<file path="config.mk">
export PLATFORM = sky130hd
export DESIGN_NAME = onchip_peripheral_bus_peripheral_address_decode
export DESIGN_NICKNAME = d
export VERILOG_FILES = /design/src/onchip_peripheral_bus_decode_pkg.sv /design/src/onchip_peripheral_bus_peripheral_address_decode.sv
export SDC_FILE = /design/constraint.sdc
export NUM_CORES = 1
export LEC_CHECK = 0
export BUFFER_PORTS_ARGS = -buffer_cell sky130_fd_sc_hd__buf_2
export CORE_MARGIN = 2
export CORE_UTILIZATION = 46
export CTS_CLUSTER_SIZE = 8
export DETAILED_ROUTE_END_ITERATION = 16
export PLACE_DENSITY = 0.89
export SLEW_MARGIN = 20
export SYNTH_ARGS = -nofsm -noshare
export SYNTH_HDL_FRONTEND = slang
export SYNTH_SLANG_ARGS = --single-unit
</file>
<file path="constraint.sdc">
create_clock -name pclk -period 2.3 [get_ports pclk]
set_input_delay 0.345 -clock pclk [delete_from_list [all_inputs] [get_ports pclk]]
set_output_delay 0.345 -clock pclk [all_outputs]
set_load 0.01 [all_outputs]
</file>
<file path="src/onchip_peripheral_bus_decode_pkg.sv">
// constants and types for the peripheral bus address decoder
package onchip_peripheral_bus_decode_pkg;
    // ==========================================================
    // register map (byte addresses on apb)
    localparam logic [15:0] SEL_OFFS = 16'hf024;
    localparam logic [15:0] CFG_OFFS = 16'hf028;
    localparam logic [15:0] RTCC_OFFS = 16'hf02c;
    localparam logic [15:0] STAT_OFFS = 16'hf030;
    // ==========================================================
    // select register fields
    localparam int SEL_W = 5;
    localparam int B_CAN1 = 0;
    localparam int B_CAN2 = 1;
    localparam int B_SRAM = 2;
    localparam int B_LRAM = 3;
    localparam int B_RTC = 4;
    localparam logic [SEL_W-1:0] SEL_RESET = 5'h05;
    localparam logic [SEL_W-1:0] SEL_ALL = 5'h1f;
    // system config fields
    localparam int C_REMAP = 1;
    localparam int C_GLOBAL = 2;
    localparam int C_END_INIT_INSTRUCTION = 3;
    // clock control field
    localparam int R_OSCPD = 0;
    // status fields
    localparam int S_END_INIT_INSTRUCTION = 5;
    localparam int S_EMU = 6;
    // ==========================================================
    // address windows
    localparam logic [23:0] SRAM_LO = 24'h00_e000;
    localparam logic [23:0] SRAM_HI = 24'h00_e7ff;
    localparam logic [23:0] LRAM_LO = 24'h00_c000;
    localparam logic [23:0] LRAM_HI = 24'h00_dfff;
    localparam logic [23:0] CAN1_LO = 24'h00_ef00;
    localparam logic [23:0] CAN1_HI = 24'h00_efff;
    localparam logic [23:0] CAN2_LO = 24'h00_ee00;
    localparam logic [23:0] CAN2_HI = 24'h00_eeff;
    localparam logic [23:0] RTC_LO = 24'h00_ec00;
    localparam logic [23:0] RTC_HI = 24'h00_ecff;
    localparam logic [23:0] BANK_HI = 24'h00_7fff;
    localparam logic [23:0] SEG_STEP = 24'h01_0000;
    // ==========================================================
    // timing
    localparam int CLK_MHZ = 40;
    localparam int CAN_ACCESS_NS = 125;
    localparam int CAN_ACC_CYC = (CAN_ACCESS_NS * CLK_MHZ + 999) / 1000;
    localparam logic [1:0] CAN_WAIT_ST = 2'h2;
    localparam logic [3:0] SEG_LINES_CAN = 4'h4;
    localparam logic [3:0] SEG_LINES_FULL = 4'h8;
    // ==========================================================
    // types
    typedef enum logic [2:0] {
        TGT_NONE, TGT_CORE, TGT_SRAM, TGT_LRAM,
        TGT_CAN1, TGT_CAN2, TGT_RTC, TGT_EXT
    } target_e;
    typedef enum logic [1:0] {
        KIND_DATA, KIND_STACK, KIND_REGBANK, KIND_BIT
    } access_kind_e;
    typedef struct packed {
        logic valid;
        logic write;
        logic byte_acc;
        access_kind_e kind;
        logic [23:0] addr;
    } cpu_req_s;
    typedef struct packed {
        target_e tgt;
        logic [1:0] wait_st;
        logic write;
        logic byte_acc;
        logic [23:0] phys;
    } route_s;
endpackage : onchip_peripheral_bus_decode_pkg

</file>
<file path="src/onchip_peripheral_bus_peripheral_address_decode.sv">
// address decode and enable logic of the on-chip peripheral bus
`timescale 1ns/1ps
module onchip_peripheral_bus_peripheral_address_decode
    import onchip_peripheral_bus_decode_pkg::*;
(
    input wire logic pclk,
    input wire logic presetn,
    input wire logic psel,
    input wire logic penable,
    input wire logic pwrite,
    input wire logic [15:0] paddr,
    input wire logic [31:0] pwdata,
    output logic [31:0] prdata,
    output logic pready,
    output logic pslverr,
    input wire cpu_req_s cpu_req,
    input wire logic emu_mode_pin,
    input wire logic powerdown_pin,
    output route_s route,
    output logic cpu_busy,
    output logic acc_done,
    output logic acc_error,
    output logic [1:0] can_pins_claimed,
    output logic [1:0] can_irq_enable,
    output logic [3:0] seg_lines,
    output logic osc_stop
);
    // ==========================================================
    // pin synchronisers
    logic emu_m_q, emu_q; // emulation strap, two stages
    logic pd_m_q, pd_q; // power-down request, two stages

    // only the second stage is read by the logic
    always_ff @(posedge pclk or negedge presetn) begin
        if (!presetn) begin
            emu_m_q <= 1'b0;
            emu_q <= 1'b0;
            pd_m_q <= 1'b0;
            pd_q <= 1'b0;
        end else begin
            emu_m_q <= emu_mode_pin;
            emu_q <= emu_m_q;
            pd_m_q <= powerdown_pin;
            pd_q <= pd_m_q;
        end
    end

    // ==========================================================
    // apb slave
    logic [SEL_W-1:0] sel_q; // peripheral select bits
    logic global_q; // global peripheral enable, set-only
    logic remap_q; // flash bank remap
    logic end_init_instruction_q; // end of init seen
    logic oscpd_q; // oscillator power-down choice
    logic wr_en; // write takes effect this edge
    logic mapped; // address hits a register
    logic [31:0] rd_d; // read mux
    logic [SEL_W-1:0] eff; // effective enables

    assign wr_en = psel && penable && pready && pwrite;

    // read mux, unused bits zero
    always_comb begin
        rd_d = 32'h0000_0000;
        mapped = 1'b1;
        case (paddr)
            SEL_OFFS: rd_d[SEL_W-1:0] = sel_q;
            CFG_OFFS: begin
                rd_d[C_REMAP] = remap_q;
                rd_d[C_GLOBAL] = global_q;
            end
            RTCC_OFFS: rd_d[R_OSCPD] = oscpd_q;
            STAT_OFFS: begin
                rd_d[SEL_W-1:0] = eff;
                rd_d[S_END_INIT_INSTRUCTION] = end_init_instruction_q;
                rd_d[S_EMU] = emu_q;
            end
            default: mapped = 1'b0;
        endcase
    end

    // one wait-free access phase: ready rises in the first access
    // cycle, so every transfer is setup plus one access cycle
    always_ff @(posedge pclk or negedge presetn) begin
        if (!presetn) begin
            pready <= 1'b0;
            pslverr <= 1'b0;
            prdata <= 32'h0000_0000;
        end else begin
            pready <= psel && !penable;
            if (psel && !penable) begin
                prdata <= pwrite ? 32'h0000_0000 : rd_d;
                pslverr <= !mapped;
            end else begin
                pslverr <= 1'b0;
            end
        end
    end

    // select register; frozen once the global enable is on
    always_ff @(posedge pclk or negedge presetn) begin
        if (!presetn) begin
            sel_q <= SEL_RESET;
        end else if (wr_en && paddr == SEL_OFFS && !global_q) begin
            sel_q <= pwdata[SEL_W-1:0];
        end
    end

    // system config: global enable cannot be withdrawn, since
    // the peripheral map must not change under running code
    always_ff @(posedge pclk or negedge presetn) begin
        if (!presetn) begin
            global_q <= 1'b0;
            remap_q <= 1'b0;
            end_init_instruction_q <= 1'b0;
        end else if (wr_en && paddr == CFG_OFFS) begin
            if (pwdata[C_GLOBAL]) begin
                global_q <= 1'b1;
            end
            // remap only changes before end of init
            if (!end_init_instruction_q) begin
                remap_q <= pwdata[C_REMAP];
            end
            if (pwdata[C_END_INIT_INSTRUCTION]) begin
                end_init_instruction_q <= 1'b1;
            end
        end
    end

    // clock control register
    always_ff @(posedge pclk or negedge presetn) begin
        if (!presetn) begin
            oscpd_q <= 1'b0;
        end else if (wr_en && paddr == RTCC_OFFS) begin
            oscpd_q <= pwdata[R_OSCPD];
        end
    end

    // ==========================================================
    // effective enables
    // emulation overrides the programmed selects entirely
    assign eff = emu_q ? SEL_ALL : (global_q ? sel_q : '0);

    // ==========================================================
    // address decode
    logic [23:0] a; // request address
    target_e tgt_d; // decoded target
    logic err_d; // illegal use of extension ram
    logic [23:0] phys_d; // address after remap
    logic in_sram, in_lram, in_can1, in_can2, in_rtc;
    logic no_can; // both can controllers off

    assign a = cpu_req.addr;
    assign in_sram = a >= SRAM_LO && a <= SRAM_HI;
    assign in_lram = a >= LRAM_LO && a <= LRAM_HI;
    assign in_can1 = a >= CAN1_LO && a <= CAN1_HI;
    assign in_can2 = a >= CAN2_LO && a <= CAN2_HI;
    assign in_rtc = a >= RTC_LO && a <= RTC_HI;
    assign no_can = !eff[B_CAN1] && !eff[B_CAN2];

    // windows are disjoint, so the order only matters for
    // readability; disabled can and clock windows fall dead
    // unless every can is off, keeping the 4-line bus intact
    always_comb begin
        tgt_d = TGT_CORE;
        if (in_sram) begin
            tgt_d = eff[B_SRAM] ? TGT_SRAM : TGT_EXT;
        end else if (in_lram) begin
            tgt_d = eff[B_LRAM] ? TGT_LRAM : TGT_EXT;
        end else if (in_can1) begin
            if (eff[B_CAN1]) begin
                tgt_d = TGT_CAN1;
            end else begin
                tgt_d = no_can ? TGT_EXT : TGT_NONE;
            end
        end else if (in_can2) begin
            if (eff[B_CAN2]) begin
                tgt_d = TGT_CAN2;
            end else begin
                tgt_d = no_can ? TGT_EXT : TGT_NONE;
            end
        end else if (in_rtc) begin
            if (eff[B_RTC]) begin
                tgt_d = TGT_RTC;
            end else begin
                tgt_d = no_can ? TGT_EXT : TGT_NONE;
            end
        end
    end

    // extension ram behaves as external memory: no stack, no
    // register bank, no single-bit operation
    always_comb begin
        err_d = 1'b0;
        if (tgt_d == TGT_SRAM || tgt_d == TGT_LRAM) begin
            err_d = cpu_req.kind != KIND_DATA;
        end
    end

    // lowest flash bank moves up one segment when remapped
    always_comb begin
        phys_d = a;
        if (remap_q && a <= BANK_HI) begin
            phys_d = a + SEG_STEP;
        end
    end

    // ==========================================================
    // access sequencer
    typedef enum logic {ACC_IDLE, ACC_BUSY} acc_state_e;
    acc_state_e st_q; // sequencer state
    logic [3:0] cnt_q; // remaining wait cycles
    logic take; // request accepted this edge

    assign take = cpu_req.valid && st_q == ACC_IDLE;

    // route word held for the whole access
    always_ff @(posedge pclk or negedge presetn) begin
        if (!presetn) begin
            route <= '0;
        end else if (take) begin
            route.tgt <= err_d ? TGT_NONE : tgt_d;
            route.write <= cpu_req.write;
            route.byte_acc <= cpu_req.byte_acc;
            route.phys <= phys_d;
            if (tgt_d == TGT_CAN1 || tgt_d == TGT_CAN2) begin
                route.wait_st <= CAN_WAIT_ST;
            end else begin
                route.wait_st <= 2'h0;
            end
        end
    end

    // ram and everything else finish one cycle after the
    // route; a can access spans its full access time
    always_ff @(posedge pclk or negedge presetn) begin
        if (!presetn) begin
            st_q <= ACC_IDLE;
            cnt_q <= 4'h0;
            acc_done <= 1'b0;
            acc_error <= 1'b0;
            cpu_busy <= 1'b0;
        end else begin
            acc_done <= 1'b0;
            case (st_q)
                ACC_IDLE: begin
                    if (take) begin
                        st_q <= ACC_BUSY;
                        cpu_busy <= 1'b1;
                        acc_error <= err_d;
                        if (!err_d && (tgt_d == TGT_CAN1 ||
                                       tgt_d == TGT_CAN2)) begin
                            cnt_q <= 4'(CAN_ACC_CYC - 1);
                        end else begin
                            cnt_q <= 4'h0;
                        end
                    end
                end
                ACC_BUSY: begin
                    if (cnt_q == 4'h0) begin
                        st_q <= ACC_IDLE;
                        cpu_busy <= 1'b0;
                        acc_done <= 1'b1;
                        acc_error <= 1'b0;
                    end else begin
                        cnt_q <= cnt_q - 4'h1;
                    end
                end
                default: st_q <= ACC_IDLE;
            endcase
        end
    end

    // ==========================================================
    // pin, interrupt and segment claims
    // a can disabled before the global enable claims its pins or
    // interrupts only in emulation; the lock keeps that state
    always_ff @(posedge pclk or negedge presetn) begin
        if (!presetn) begin
            can_pins_claimed <= 2'h0;
            can_irq_enable <= 2'h0;
            seg_lines <= SEG_LINES_FULL;
        end else begin
            can_pins_claimed <= {eff[B_CAN2], eff[B_CAN1]};
            can_irq_enable <= {eff[B_CAN2], eff[B_CAN1]};
            seg_lines <= no_can ? SEG_LINES_FULL
                                : SEG_LINES_CAN;
        end
    end

    // oscillator: forced off in power-down when the clock is
    // disabled, otherwise the control bit chooses
    always_ff @(posedge pclk or negedge presetn) begin
        if (!presetn) begin
            osc_stop <= 1'b0;
        end else begin
            osc_stop <= pd_q && (!eff[B_RTC] || oscpd_q);
        end
    end

    // ==========================================================
    // checks
    chk_sel_lock: assert property (@(posedge pclk)
        disable iff (!presetn) global_q |=> $stable(sel_q))
        else $error("select changed after global enable");

    chk_sel_zero: assert property (@(posedge pclk)
        disable iff (!presetn)
        pready && paddr == SEL_OFFS && !pwrite |-> prdata[31:5] == 0)
        else $error("reserved select bits not zero");

    chk_sram_map: assert property (@(posedge pclk)
        disable iff (!presetn)
        take && in_sram && eff[B_SRAM] && cpu_req.kind == KIND_DATA
        |=> route.tgt == TGT_SRAM)
        else $error("small ram not routed");

    chk_lram_ext: assert property (@(posedge pclk)
        disable iff (!presetn)
        take && in_lram && !eff[B_LRAM] |=> route.tgt == TGT_EXT)
        else $error("large ram range not external");

    chk_can1_dead: assert property (@(posedge pclk)
        disable iff (!presetn)
        take && in_can1 && !eff[B_CAN1] && eff[B_CAN2]
        |=> route.tgt == TGT_NONE)
        else $error("disabled can window not dead");

    chk_can_wait: assert property (@(posedge pclk)
        disable iff (!presetn)
        take && !err_d && tgt_d == TGT_CAN2
        |=> !acc_done [*5] ##1 acc_done)
        else $error("can access time wrong");

    chk_ram_fast: assert property (@(posedge pclk)
        disable iff (!presetn)
        take && tgt_d == TGT_SRAM |=> ##1 acc_done)
        else $error("ram access not zero wait");

    chk_ram_misuse: assert property (@(posedge pclk)
        disable iff (!presetn)
        take && in_lram && eff[B_LRAM] && cpu_req.kind == KIND_BIT
        |=> acc_error && route.tgt == TGT_NONE)
        else $error("bit access to extension ram");

    chk_emu_all: assert property (@(posedge pclk)
        disable iff (!presetn) emu_q |-> eff == SEL_ALL)
        else $error("emulation does not enable all");

    chk_seg_lines: assert property (@(posedge pclk)
        disable iff (!presetn)
        !no_can |=> seg_lines == SEG_LINES_CAN)
        else $error("segment lines not limited");

    chk_osc_stop: assert property (@(posedge pclk)
        disable iff (!presetn)
        pd_q && !eff[B_RTC] |=> osc_stop)
        else $error("oscillator not stopped");

    chk_remap_lock: assert property (@(posedge pclk)
        disable iff (!presetn) end_init_instruction_q |=> $stable(remap_q))
        else $error("remap changed after end of init");

endmodule : onchip_peripheral_bus_peripheral_address_decode

</file>
; ---- Word-level counts from Yosys, hierarchy flattened
; Index checks and enable logic that the tools add are counted.
; W data, S select, Z words.
[word_totals]
out_inout_bits = 77
elab_cells = 126
ramBits = 0
latch_bits = 0
rom_bits = 0
n_memories = 0
inputBits = 84
reg_bits = 93
[classes]
muxes = 39
n_bitwise = 2
eq_ne = 11
magnitude_cmp = 11
add_sub_neg = 2
multipliers = 0
n_div = 0
shifts = 0
reduce_logical = 36
[op_table]
columns = cell, n
row1 = $ge A24 B16 Y1 const B, 5
row2 = $le A24 B16 Y1 const B, 5
row3 = $eq A16 B16 Y1 const B, 4
row4 = $mux W3, 13
row5 = $add A24 B17 Y24 const B, 1
row6 = $le A24 B15 Y1 const B, 1
row7 = $mux W24, 1
row8 = $logic_and A1 B1 Y1, 18
row9 = $mux W4, 3
row10 = $mux W1, 10
row11 = $mux W5, 2
row12 = $reduce_and A2 Y1, 5
row13 = $pmux W4 S2, 1
row14 = $logic_not A1 Y1, 7
row15 = $mux W7, 1
row16 = $eq A3 B2 Y1 const B, 2
row17 = $eq A3 B3 Y1 const B, 2
row18 = $pmux W1 S2, 3
row19 = $pmux W2 S3, 1
row20 = $logic_not A4 Y1, 1
row21 = $mux W2, 2
row22 = $ne A2 B2 Y1 const B, 2
row23 = $pmux W2 S2, 1
row24 = $reduce_or A4 Y1, 1
row25 = other kinds (6), 9

; ---- Logic depth before layout (Yosys ltp)
; Gate-level depths: netlist of the first run.
[depth]
depth_word = 19
ltp_mapped = 8
depth_no_buf = 8

; ---- Least setup slack after synthesis of the first run
; No wires, ideal clock.
[synth_path]
path_kind = input to register
start = in cpu_req[16] in the netlist's numbering
end = reg route[28] in the netlist's numbering
arrival_ns = 2.165
path_stages = 8
n_path_buf = 0
setup_time_ns = 0.129
t_required_ns = 2.171
path_slack_ns = 0.005
cell_sequence = inv_1 ha_1 or4b_4 nor4_4 a32o_2 a2bb2o_4 nor4_4 o31ai_1
[synth_between]
elab_chain_cells = 11
word_cells_on_any_way = 25
classes_between = order compare (10) / eq/ne (2) / mux (7) / reduce/logical (6)
[synth_rtl]
columns = item, line
row1 = from (decl), onchip_peripheral_bus_peripheral_address_decode.sv:16  ; input wire cpu_req_s cpu_req,
row2 = $ge A24 B16 Y1 / $le A24 B16 Y1 (equally long branches), onchip_peripheral_bus_peripheral_address_decode.sv:158  ; assign in_rtc = a >= RTC_LO && a <= RTC_HI;
row3 = $logic_and A1 B1 Y1, onchip_peripheral_bus_peripheral_address_decode.sv:158
row4 = $mux W3, onchip_peripheral_bus_peripheral_address_decode.sv:182  ; end else if (in_rtc) begin
row5 = $mux W3, onchip_peripheral_bus_peripheral_address_decode.sv:176  ; end else if (in_can2) begin
row6 = $mux W3, onchip_peripheral_bus_peripheral_address_decode.sv:170  ; end else if (in_can1) begin
row7 = $mux W3, onchip_peripheral_bus_peripheral_address_decode.sv:168  ; end else if (in_lram) begin
row8 = $mux W3 *, onchip_peripheral_bus_peripheral_address_decode.sv:166  ; if (in_sram) begin
row9 = $eq A3 B2 Y1, onchip_peripheral_bus_peripheral_address_decode.sv:195  ; if (tgt_d == TGT_SRAM || tgt_d == TGT_LRAM) begin
row10 = $logic_or A1 B1 Y1, onchip_peripheral_bus_peripheral_address_decode.sv:195
row11 = $mux W1, onchip_peripheral_bus_peripheral_address_decode.sv:195
row12 = $mux W3 *, onchip_peripheral_bus_peripheral_address_decode.sv:222  ; route.tgt <= err_d ? TGT_NONE : tgt_d;
row13 = to (decl), onchip_peripheral_bus_peripheral_address_decode.sv:19  ; output route_s route,
; Every way passes the cells marked *; elsewhere a longest branch is shown, timed or not.
; A chain may end at the register's enable or synchronous reset.

; ---- Worst setup path after layout of the first run
[layout_path]
start = reg sel_q[0]
end = reg route[28] in the netlist's numbering
[layout_between]
elab_chain_cells = 15
word_cells_on_any_way = 18
classes_between = eq/ne (2) / mux (13) / reduce/logical (3)
[layout_rtl]
columns = item, line
row1 = from (decl), onchip_peripheral_bus_peripheral_address_decode.sv:50  ; logic [SEL_W-1:0] sel_q;
row2 = from (signal assigned), onchip_peripheral_bus_peripheral_address_decode.sv:105  ; sel_q <= pwdata[SEL_W-1:0];
row3 = $mux W5 * (2 in series), onchip_peripheral_bus_peripheral_address_decode.sv:142  ; assign eff = emu_q ? SEL_ALL : (global_q ? sel_q : '0);
row4 = $logic_not A1 Y1, onchip_peripheral_bus_peripheral_address_decode.sv:159  ; assign no_can = !eff[B_CAN1] && !eff[B_CAN2];
row5 = $logic_and A1 B1 Y1, onchip_peripheral_bus_peripheral_address_decode.sv:159
row6 = $mux W3, "onchip_peripheral_bus_peripheral_address_decode.sv:174, onchip_peripheral_bus_peripheral_address_decode.sv:180, onchip_peripheral_bus_peripheral_address_decode.sv:186"
row7 = $mux W3, onchip_peripheral_bus_peripheral_address_decode.sv:183  ; if (eff[B_RTC]) begin
row8 = $mux W3, onchip_peripheral_bus_peripheral_address_decode.sv:182
row9 = $mux W3, onchip_peripheral_bus_peripheral_address_decode.sv:176
row10 = $mux W3 *, onchip_peripheral_bus_peripheral_address_decode.sv:170
row11 = $mux W3 *, onchip_peripheral_bus_peripheral_address_decode.sv:168
row12 = $mux W3 *, onchip_peripheral_bus_peripheral_address_decode.sv:166
row13 = $eq A3 B2 Y1, onchip_peripheral_bus_peripheral_address_decode.sv:195
row14 = $logic_or A1 B1 Y1, onchip_peripheral_bus_peripheral_address_decode.sv:195
row15 = $mux W1, onchip_peripheral_bus_peripheral_address_decode.sv:195
row16 = $mux W3 *, onchip_peripheral_bus_peripheral_address_decode.sv:222
; Marks and branches as above.

==> impl_metrics.json, run 1 <==
{
  "grt_pass1_wl_mm": 11.61,
  "hold_viol_final": 0,
  "synthArstFlopShare_pct": 100.0,
  "die-area_mm2": 0.007958,
  "crit_type": "reg2reg",
  "routed_wl_mm": 7.349,
  "avgViaCountPerCell": 5.026,
  "status": "completed",
  "synth_top_area_share_pct": 46.46,
  "gr-total-overflow": 0,
  "end_kind": "flop",
  "grt_max_degree": 35,
  "ys.flop_type": "dfrtp_1",
  "routed-via-count": 2659,
  "worstPathCellList": "nor4bb_1, nor4_1, a32oi_1, nor2_1, nor4_4, o31ai_1",
  "syn_area_mm2": 0.003339,
  "worst_slew_pin_slew_ns": 0.6369,
  "max_slew_margin_pct": 57.09,
  "netlist_instances": 311,
  "portBuffers": 105,
  "vdd_drop_max_mv": 0.5910,
  "crit_slowest_cell": "dfstp_2",
  "antenna_found_initial": 0,
  "firstDrtPassIters": 4,
  "worstHoldPathType": "in2reg",
  "drc": 0,
  "period_share_pct": 95.05,
  "wl_per_cell_um": 13.89,
  "synth_seq_cells": 65,
  "ys_types": 56,
  "regArea_mm2": 0.001630,
  "n_fill_cell": 632,
  "rows": 31,
  "startpoint": "sel_q[0]",
  "timing.rr.start": "sel_q[0]",
  "pwr_density_cell_mw_per_mm2": 923.1,
  "crit_required_ns": 2.51,
  "cts_buffer_depth": 2,
  "grtUsageTotal_pct": 19.23,
  "maxCapViolations": 0,
  "fin_setup_tns_ns": 0,
  "multiInputGateArea_mm2": 0.001451,
  "yosys.area.top_type": "dfrtp_1",
  "fmax_mhz": 457.4,
  "drtIter0Drc": 188,
  "worstPathArrival_ns": 2.40,
  "fin_nets": 512,
  "cts_buffers": 9,
  "detail-route-antenna-nets": 0,
  "mostFrequentLayoutCell": "buf_2",
  "fin_worst_skew_ns": 0.005901,
  "min_from": "emu_mode_pin",
  "setup_viol": 0,
  "die_h_um": 89.21,
  "drive_above_1_share_pct": 41.63,
  "hpwl_mm": 5.752,
  "h-tree-depth": 3,
  "synth_edf_count": 0,
  "rsz0062_at_grt": "no",
  "post_cts_buffers": 0,
  "clk_pin_slew_ns": 0.07,
  "mostFrequentLayoutCells": "105 x buf_2, 62 x dfrtp_1, 28 x nand2_1, 28 x mux2_2, 28 x conb_1",
  "syn_avg_cell_area_um2": 10.74,
  "antenna_cells": 0,
  "root_buffer": "clkbuf_8",
  "start_util_pct": 46.79,
  "start_kind": "flop",
  "synth.area.top_cells": "dfrtp_1 46%, mux2_2 9.4%, buf_4 6.7%",
  "yosys_warnings": 0,
  "grt_pass1_vias": 2574,
  "cts_tree": "yes",
  "period_needed_ns": 2.186,
  "cpPeakStageDelay_ns": 0.59,
  "die_width_um": 89.21,
  "cp_max_fo": 7,
  "clock_latency_ns": 0.34,
  "core-area_mm2": 0.007137,
  "routabilityCongestion": 0.9662,
  "cts.sinks": 65,
  "drv_slew": 0,
  "ys_seq_area_share_pct": 48.82,
  "power.leakage_nw": 2.096,
  "syn2layout_area_growth_pct": 23.19,
  "ios": 161,
  "power_mw": 3.798
}
## layer usage
layer	wire length [um]	part of all wire [%]	track usage (%)	vias to the layer above
li1	-	-	-	1273
met1	3056	42	23.78	1270
met2	3649	50	31.31	105
met3	531	7.2	5.078	11
met4	112	1.5	9.362	0
met5	0	0	0	-
## cells in the mapped netlist (3+ instances only)
library cell  instances
dfrtp_1              62
buf_4                30
mux2_2               28
nand2_1              28
o21ai_0              20
nor2_1               15
inv_1                12
a21oi_1              10
clkbuf_1              9
nand2b_1              6
a21o_1                5
nand4_1               5
o31ai_1               5
nand3_1               4
a41oi_1               3
dfstp_2               3
ha_1                  3
nand3b_1              3
nor2b_1               3
nor3_1                3
o22ai_1               3
or2_2                 3
## final cells by class
class	count	share of cell area (%)
flip-flops and latches	65	39.63
multi-input cells	217	35.28
repair buffers	120	15.88
clock buffers	10	3.102
well taps	99	3.011
clock inverters	6	2.007
inverters	12	1.095
## flip-flops by register name, indices dropped and copies added (netlist names), 2 cells and up
signal	cells
can_irq_enable	2
prdata	7
route	30
sel_q	5
seg_lines	2
cnt_q	4
## stage by stage
step                worst slack [ns]  cells  instance area (um2)  util, %  hold slack, ns
finish                        0.1139    529                 4114    57.64          0.1086
global route                 0.01039    529                 4114    57.64         0.08410
CTS                           0.1384    529                 4114    57.64         0.09314
detailed placement           -0.2283    512                 3894    54.56          0.2823
global placement             -0.1325    512                 3894    54.56          0.2806
floorplan                   0.005214    338                 3441        -         0.04941
## cell families (layout without fill, tap and decap cells)
| logic type | after synthesis | in the layout | share of synthesized area (%) |
|---|---|---|---|
| compound gates | 63 | 63 | 12.78 |
| xor+xnor | 3 | 3 | 0.7870 |
| fa+ha+maj | 3 | 3 | 1.124 |
| buf+inv | 56 | 148 | 10.75 |
| flops | 65 | 65 | 48.82 |
| mux | 30 | 30 | 10.04 |
| other cells | 1 | 28 | 0.1123 |
| simple gates | 90 | 90 | 15.59 |
## critical path: cells and delay by family (launching register included)
kind,cells,cell delay (ns)
AND/OR/NAND/NOR,4,1.12
AO/OA/AOI/OAI,2,0.34
flip-flops,1,0.59
## timing repair
item	CTS	global route
hold buffers	1	0
resized for setup	0	0
hold endpoints to repair	13	0
## where the power goes
group          internal, mW  leakage (nW)  switching [mW]
clock network         0.604         0.106           0.431
registers              1.45         0.797           0.169
logic                 0.541          1.19           0.598
## worst paths after layout
check | endpoint | slack, ns | cells past startpoint
max | route[28] | 0.11 | 6
max reg2reg | route[28] | 0.11 | 6
min | emu_m_q | 0.11 | 1
max in group asynchronous | route[20] | 1.16 | 3
min in group asynchronous | remap_q | 0.45 | 2
min reg2reg | pd_q | 0.35 | 0
Power figures use the tool's default switching activity.
==> run 2: changes to the inputs <==
--- a/config.mk
+++ b/config.mk
@@ -7,10 +7,10 @@
 export LEC_CHECK = 0
 export BUFFER_PORTS_ARGS = -buffer_cell sky130_fd_sc_hd__buf_2
 export CORE_MARGIN = 2
-export CORE_UTILIZATION = 46
+export CORE_UTILIZATION = 50
 export CTS_CLUSTER_SIZE = 8
 export DETAILED_ROUTE_END_ITERATION = 16
-export PLACE_DENSITY = 0.89
+export PLACE_DENSITY = 0.95
 export SLEW_MARGIN = 20
 export SYNTH_ARGS = -nofsm -noshare
 export SYNTH_HDL_FRONTEND = slang
==> constraint.sdc (replaced) <==
create_clock -name pclk -period 2.6 [get_ports pclk]
set_input_delay 0.39 -clock pclk [delete_from_list [all_inputs] [get_ports pclk]]
set_output_delay 0.39 -clock pclk [all_outputs]
set_load 0.01 [all_outputs]
==> run 2 against run 1 <==
  * The run now ends with design-rule violations left
  * Non-clock buffer count down 9
  * Worst setup slack improved by 0.16 ns
  * Critical path depth is the same
  * Register-to-register slack better by 0.16 ns
  * Clock-buffer cell count rose by 1
  * Clock skew about the same
  * Routed wire length increased by 2.2%
==> impl_metrics.json, run 2 (synthesis results as in run 1) <==
{
  "power_mw": 3.389,
  "routed_wl_mm": 7.513,
  "fmax_mhz": 429.1,
  "avgViaCountPerCell": 5.406,
  "hpwl_mm": 5.622,
  "reg.largest.list": "route (30), prdata (7), sel_q (5)",
  "die_h_um": 85.73,
  "cp_max_fo": 11,
  "vdd_drop_max_mv": 0.5487,
  "mostFrequentLayoutCell": "buf_2",
  "routed-wl-met3_um": 663,
  "ctsHoldBuffers": 0,
  "fin_setup_tns_ns": 0,
  "largest_reg_flops": 30,
  "power.leakage_nw": 2.067,
  "drc": 11,
  "start_kind": "flop",
  "syn2layout_area_growth_pct": 21.21,
  "clock_latency_ns": 0.34,
  "worstPathArrival_ns": 2.54,
  "maxCapViolations": 0,
  "rows": 29,
  "cts_buffers": 9,
  "worst_slew_pin_slew_ns": 0.6091,
  "cts.sinks": 65,
  "mostFrequentLayoutCells": "105 x buf_2, 62 x dfrtp_1, 28 x nand2_1, 28 x mux2_2, 28 x conb_1",
  "root_buffer": "clkbuf_8",
  "period_needed_ns": 2.330,
  "gr-total-overflow": 0,
  "routabilityCongestion": 0.8752,
  "crit_type": "reg2reg",
  "wl_met2_mm": 3.577,
  "grt_max_degree": 40,
  "drv_slew": 0,
  "crit_required_ns": 2.81,
  "drive_above_1_share_pct": 40.86,
  "top_layer": "met4",
  "clk_pin_slew_ns": 0.07,
  "cts_buffer_depth": 2,
  "routed-via-count": 2692,
  "rsz0062_at_grt": "no",
  "wl_per_cell_um": 15.09,
  "worst_slack_ns": 0.2697,
  "max_slew_margin_pct": 59.39,
  "worstHoldPathType": "in2async",
  "pwr_density_cell_mw_per_mm2": 837.3,
  "antenna_found_initial": 0,
  "period_share_pct": 89.63,
  "drtIter0Drc": 197,
  "status": "complete, but fails checks",
  "post_cts_resized": 0,
  "fin_nets": 503,
  "hold_slack_ns": 0.05860,
  "ios": 161,
  "die_width_um": 85.73,
  "grt_pass1_wl_mm": 12.53,
  "hold_viol_final": 0,
  "detail-route-antenna-nets": 0,
  "die-area_mm2": 0.007349,
  "firstDrtPassIters": 12,
  "core-area_mm2": 0.006422,
  "post_cts_buffers": 0,
  "start_util_pct": 52.00,
  "antenna_cells": 0,
  "grtUsageTotal_pct": 21.71,
  "cts_tree": "yes",
  "end_kind": "flop",
  "portBuffers": 105,
  "largest_register": "route",
  "h-tree-depth": 3,
  "violations": "design-rule violations",
  "grt_pass1_vias": 2694,
  "setup_viol": 0,
  "place_ws_ns": 0.02789,
  "fin_worst_skew_ns": 0.006022,
  "drt-met1-wl_mm": 3.086
}
[run 2: routing by layer]
metal | track usage, % | up-vias
li1 | - | 1253
met1 | 27.17 | 1271
met2 | 34.73 | 143
met3 | 6.833 | 25
met4 | 9.524 | 0
met5 | 0 | -
[run 2: worst max-delay path, cell delays in order, from the launching register on]
cell and delay (ns):
dfrtp_1 0.53, and2b_2 0.29, a311o_1 0.35, o41ai_1 0.45, a211oi_1 0.24, nor4_4 0.22, o31ai_1 0.11
[run 2: final cells by class]
type	count	area, um2
clock buffer	11	151.4
fill	519	2375
tap	77	96.34
inverter	12	45.04
timing repair buffer	111	595.6
sequential	65	1630
multi-input combinational	217	1451
clock inverter	5	77.57
[run 2: worst paths after layout]
| kind | slack (ns) | startpoint | cells past startpoint | to |
|---|---|---|---|---|
| min | 0.06 | presetn | 1 | route[4] |
| max in group asynchronous | 1.86 | presetn | 2 | seg_lines[3] |
| max reg2reg | 0.27 | emu_q | 6 | route[28] |
| max | 0.27 | emu_q | 6 | route[28] |
| min in group pclk | 0.15 | powerdown_pin | 1 | pd_m_q |
| min reg2reg | 0.35 | emu_m_q | 0 | emu_q |
[run 2: per-stage QoR]
stage                     cell area, um2  instances  util [%]
final                               4048        498     63.02
after global routing                4048        498     63.02
after CTS                           4048        498     63.02
after detailed placement            3819        482     59.46
after global placement              3819        482     59.46
after floorplan                     3441        338         -
[run 2: power by group]
group,internal (mW),switching (mW)
Combinational,0.475,0.519
Sequential,1.29,0.147
Clock,0.588,0.373
==> run 3: changes to the inputs <==
--- a/config.mk
+++ b/config.mk
@@ -5,11 +5,13 @@
 export SDC_FILE = /design/constraint.sdc
 export NUM_CORES = 1
 export LEC_CHECK = 0
+export ABC_AREA = 1
 export BUFFER_PORTS_ARGS = -buffer_cell sky130_fd_sc_hd__buf_2
 export CORE_MARGIN = 2
-export CORE_UTILIZATION = 50
+export CORE_UTILIZATION = 51
 export CTS_CLUSTER_SIZE = 8
 export DETAILED_ROUTE_END_ITERATION = 16
+export GPL_ROUTABILITY_DRIVEN = 0
 export PLACE_DENSITY = 0.95
 export SLEW_MARGIN = 20
 export SYNTH_ARGS = -nofsm -noshare
==> run 3 against run 2 <==
  * The flow now finishes without violations
  * Fmax up 34%
  * Synthesized cell count increased by 33%
  * Clock power down 20%
  * Area after synthesis rose by 3.1%
  * Global-route usage barely moved
  * Largest cell class unchanged
==> impl_metrics.json, run 3 <==
{
  "status": "completed",
  "end_kind": "flop",
  "antenna_cells": 0,
  "clk_pin_slew_ns": 0.07,
  "netlist_instances": 415,
  "ys_seq_area_share_pct": 47.35,
  "post_cts_resized": 0,
  "fin_worst_skew_ns": 0.009360,
  "synthArstFlopShare_pct": 100.0,
  "n_fill_cell": 513,
  "p_int_mw": 2.061,
  "crit_required_ns": 2.88,
  "maxCapViolations": 0,
  "die-area_mm2": 0.007424,
  "grt_pass1_wl_mm": 12.70,
  "wl_per_cell_um": 12.78,
  "period_needed_ns": 1.736,
  "synth_edf_count": 0,
  "h-tree-depth": 3,
  "fin_setup_tns_ns": 0,
  "root_buffer": "clkbuf_8",
  "grt_pass1_vias": 2886,
  "vdd_drop_max_mv": 0.5624,
  "synth.area.top_cells": "dfrtp_1 45%, nand2_1 13%, buf_4 6.5%",
  "yosysMostFrequentCell": "nand2_1",
  "cts.sinks": 65,
  "hold_viol_final": 0,
  "worstPathArrival_ns": 2.01,
  "power.leakage_nw": 2.316,
  "p_switching_mw": 1.134,
  "drv_slew": 0,
  "cts_buffers": 9,
  "portBuffers": 105,
  "antenna_found_initial": 0,
  "multiInputGateArea_mm2": 0.001468,
  "ys_types": 37,
  "place_ws_ns": 0.5785,
  "mostFrequentLayoutCells": "115 x nand2_1, 105 x buf_2, 62 x dfrtp_1",
  "crit_type": "reg2reg",
  "cpPeakStageDelay_ns": 0.56,
  "stdcell_area_mm2": 0.004131,
  "mostFrequentLayoutCell": "nand2_1",
  "ctsHoldBuffers": 0,
  "die_width_um": 86.17,
  "switching_share_pct": 35.49,
  "regArea_mm2": 0.001630,
  "hold_slack_ns": 0.06685,
  "largest_reg_flops": 30,
  "clockPowerShare_pct": 24.1,
  "cp_max_fo": 5,
  "yosys_warnings": 0,
  "core-area_mm2": 0.006422,
  "syn_avg_cell_area_um2": 8.297,
  "cts_tree": "yes",
  "crit_slowest_cell": "dfstp_2",
  "avgViaCountPerCell": 5.041,
  "drc": 0,
  "power_mw": 3.195,
  "synth_commonest_cells": "115 x nand2_1, 62 x dfrtp_1, 44 x inv_1",
  "worstPathCellList": "nand2_1, nand2_2, nor2_4, inv_2, nand2_1, nand3_1, nand2_1, nor2_2, nand3_1, nand2_1, nand3_1, nand2_1",
  "rsz0062_at_grt": "no",
  "largest_register": "route",
  "worst_slack_ns": 0.8641,
  "gr-total-overflow": 0,
  "dpl_cell_area_mm2": 0.003950,
  "worst_slew_pin_slew_ns": 0.6293,
  "fin_nets": 611,
  "yosys.area.top_type": "dfrtp_1",
  "synth_top_area_share_pct": 45.06,
  "ios": 161,
  "pwr-share-comb_pct": 31.4,
  "reg.largest.list": "route (30), prdata (7), sel_q (5)",
  "die_h_um": 86.17,
  "grt_max_degree": 39,
  "worstHoldPathType": "in2async",
  "ys.flop_type": "dfrtp_1",
  "hpwl_mm": 6.039,
  "post_cts_buffers": 0,
  "detail-route-antenna-nets": 0,
  "routed-via-count": 3055,
  "routed_wl_mm": 7.744,
  "clock_latency_ns": 0.34,
  "grtUsageTotal_pct": 21.73,
  "cts_buffer_depth": 2,
  "fmax_mhz": 576.1,
  "start_util_pct": 53.61,
  "pwr_density_cell_mw_per_mm2": 773.4,
  "cp_common_cell": "nand2_1",
  "syn2layout_area_growth_pct": 19.99,
  "drtIter0Drc": 274,
  "syn_area_mm2": 0.003443,
  "seqPwrFrac_pct": 44.5,
  "setup_viol": 0,
  "rows": 29,
  "max_slew_margin_pct": 58.04,
  "drive_above_1_share_pct": 30.43,
  "firstDrtPassIters": 4,
  "synth_seq_cells": 65,
  "start_kind": "flop",
  "period_share_pct": 66.77
}
-- run 3: cell count changes after synthesis, moves of 5 or more --
cell      change
nand2_2       +7
nor2_1        +7
nand2_1      +87
nand2b_1      -5
inv_2         +7
inv_1        +32
mux2_2       -28
a21o_1        -5
nor2_2        +5
nand3_1      +20
-- run 3: final timing paths --
| check | from | to | slack (ns) | cells past startpoint |
|---|---|---|---|---|
| hold / removal | presetn | route[23] | 0.07 | 1 |
| hold reg to reg | pd_m_q | pd_q | 0.35 | 0 |
| setup reg to reg | sel_q[0] | cnt_q[2] | 0.86 | 12 |
| setup / recovery | sel_q[0] | cnt_q[2] | 0.86 | 12 |
| max in group asynchronous | presetn | sel_q[2] | 1.85 | 2 |
| min in group pclk | powerdown_pin | pd_m_q | 0.16 | 1 |
-- run 3: worst max-delay path, delay by kind of cell, from the launching register on --
kind,cells,cell delay [ns]
DFF,1,0.56
buffers and inverters,1,0.05
and+or+nand+nor,11,1.07
-- run 3: kinds of logic (layout without fill, tap and decap cells) --
| group | Yosys count | count (layout) | synth area share (%) |
|---|---|---|---|
| XOR/XNOR | 2 | 2 | 0.5088 |
| multiplexers | 4 | 4 | 1.744 |
| flip-flops | 65 | 65 | 47.35 |
| AO/OA/AOI/OAI | 52 | 52 | 8.903 |
| other | 1 | 28 | 0.1089 |
| AND/OR/NAND/NOR | 199 | 199 | 27.33 |
| buffers and inverters | 89 | 176 | 12.97 |
| adder cells (fa/ha/maj) | 3 | 3 | 1.090 |
-- run 3: power by group through the flow --
stage               Sequential, mW  Clock, mW  Combinational [mW]
floorplan                     1.54          0               0.500
global placement              1.42          0               0.967
detailed placement            1.44          0                1.01
CTS                           1.43      0.786                1.01
global route                  1.46      0.836                1.13
finish                        1.42      0.769                1.00
-- run 3: per-stage QoR --
step / utilization (%) / instances
after floorplan: - / 442
after global placement: 61.50 / 590
after detailed placement: 61.50 / 590
after CTS: 64.33 / 606
after global routing: 64.33 / 606
final: 64.33 / 606
-- run 3: layer usage --
| layer | up-vias | track usage [%] | wire length (um) |
|---|---|---|---|
| li1 | 1486 | - | - |
| met1 | 1423 | 28.13 | 3332 |
| met2 | 127 | 34.74 | 3705 |
| met3 | 19 | 4.909 | 491 |
| met4 | 0 | 9.957 | 216 |
| met5 | - | 0 | 0 |
-- run 3: cell type report --
type | count | share of cell area [%]
repair buffers | 108 | 13.57
multi-input cells | 288 | 35.52
well taps | 77 | 2.332
inverters | 52 | 4.724
flip-flops and latches | 65 | 39.46
clock buffers | 11 | 3.664
clock inverters | 5 | 0.7268
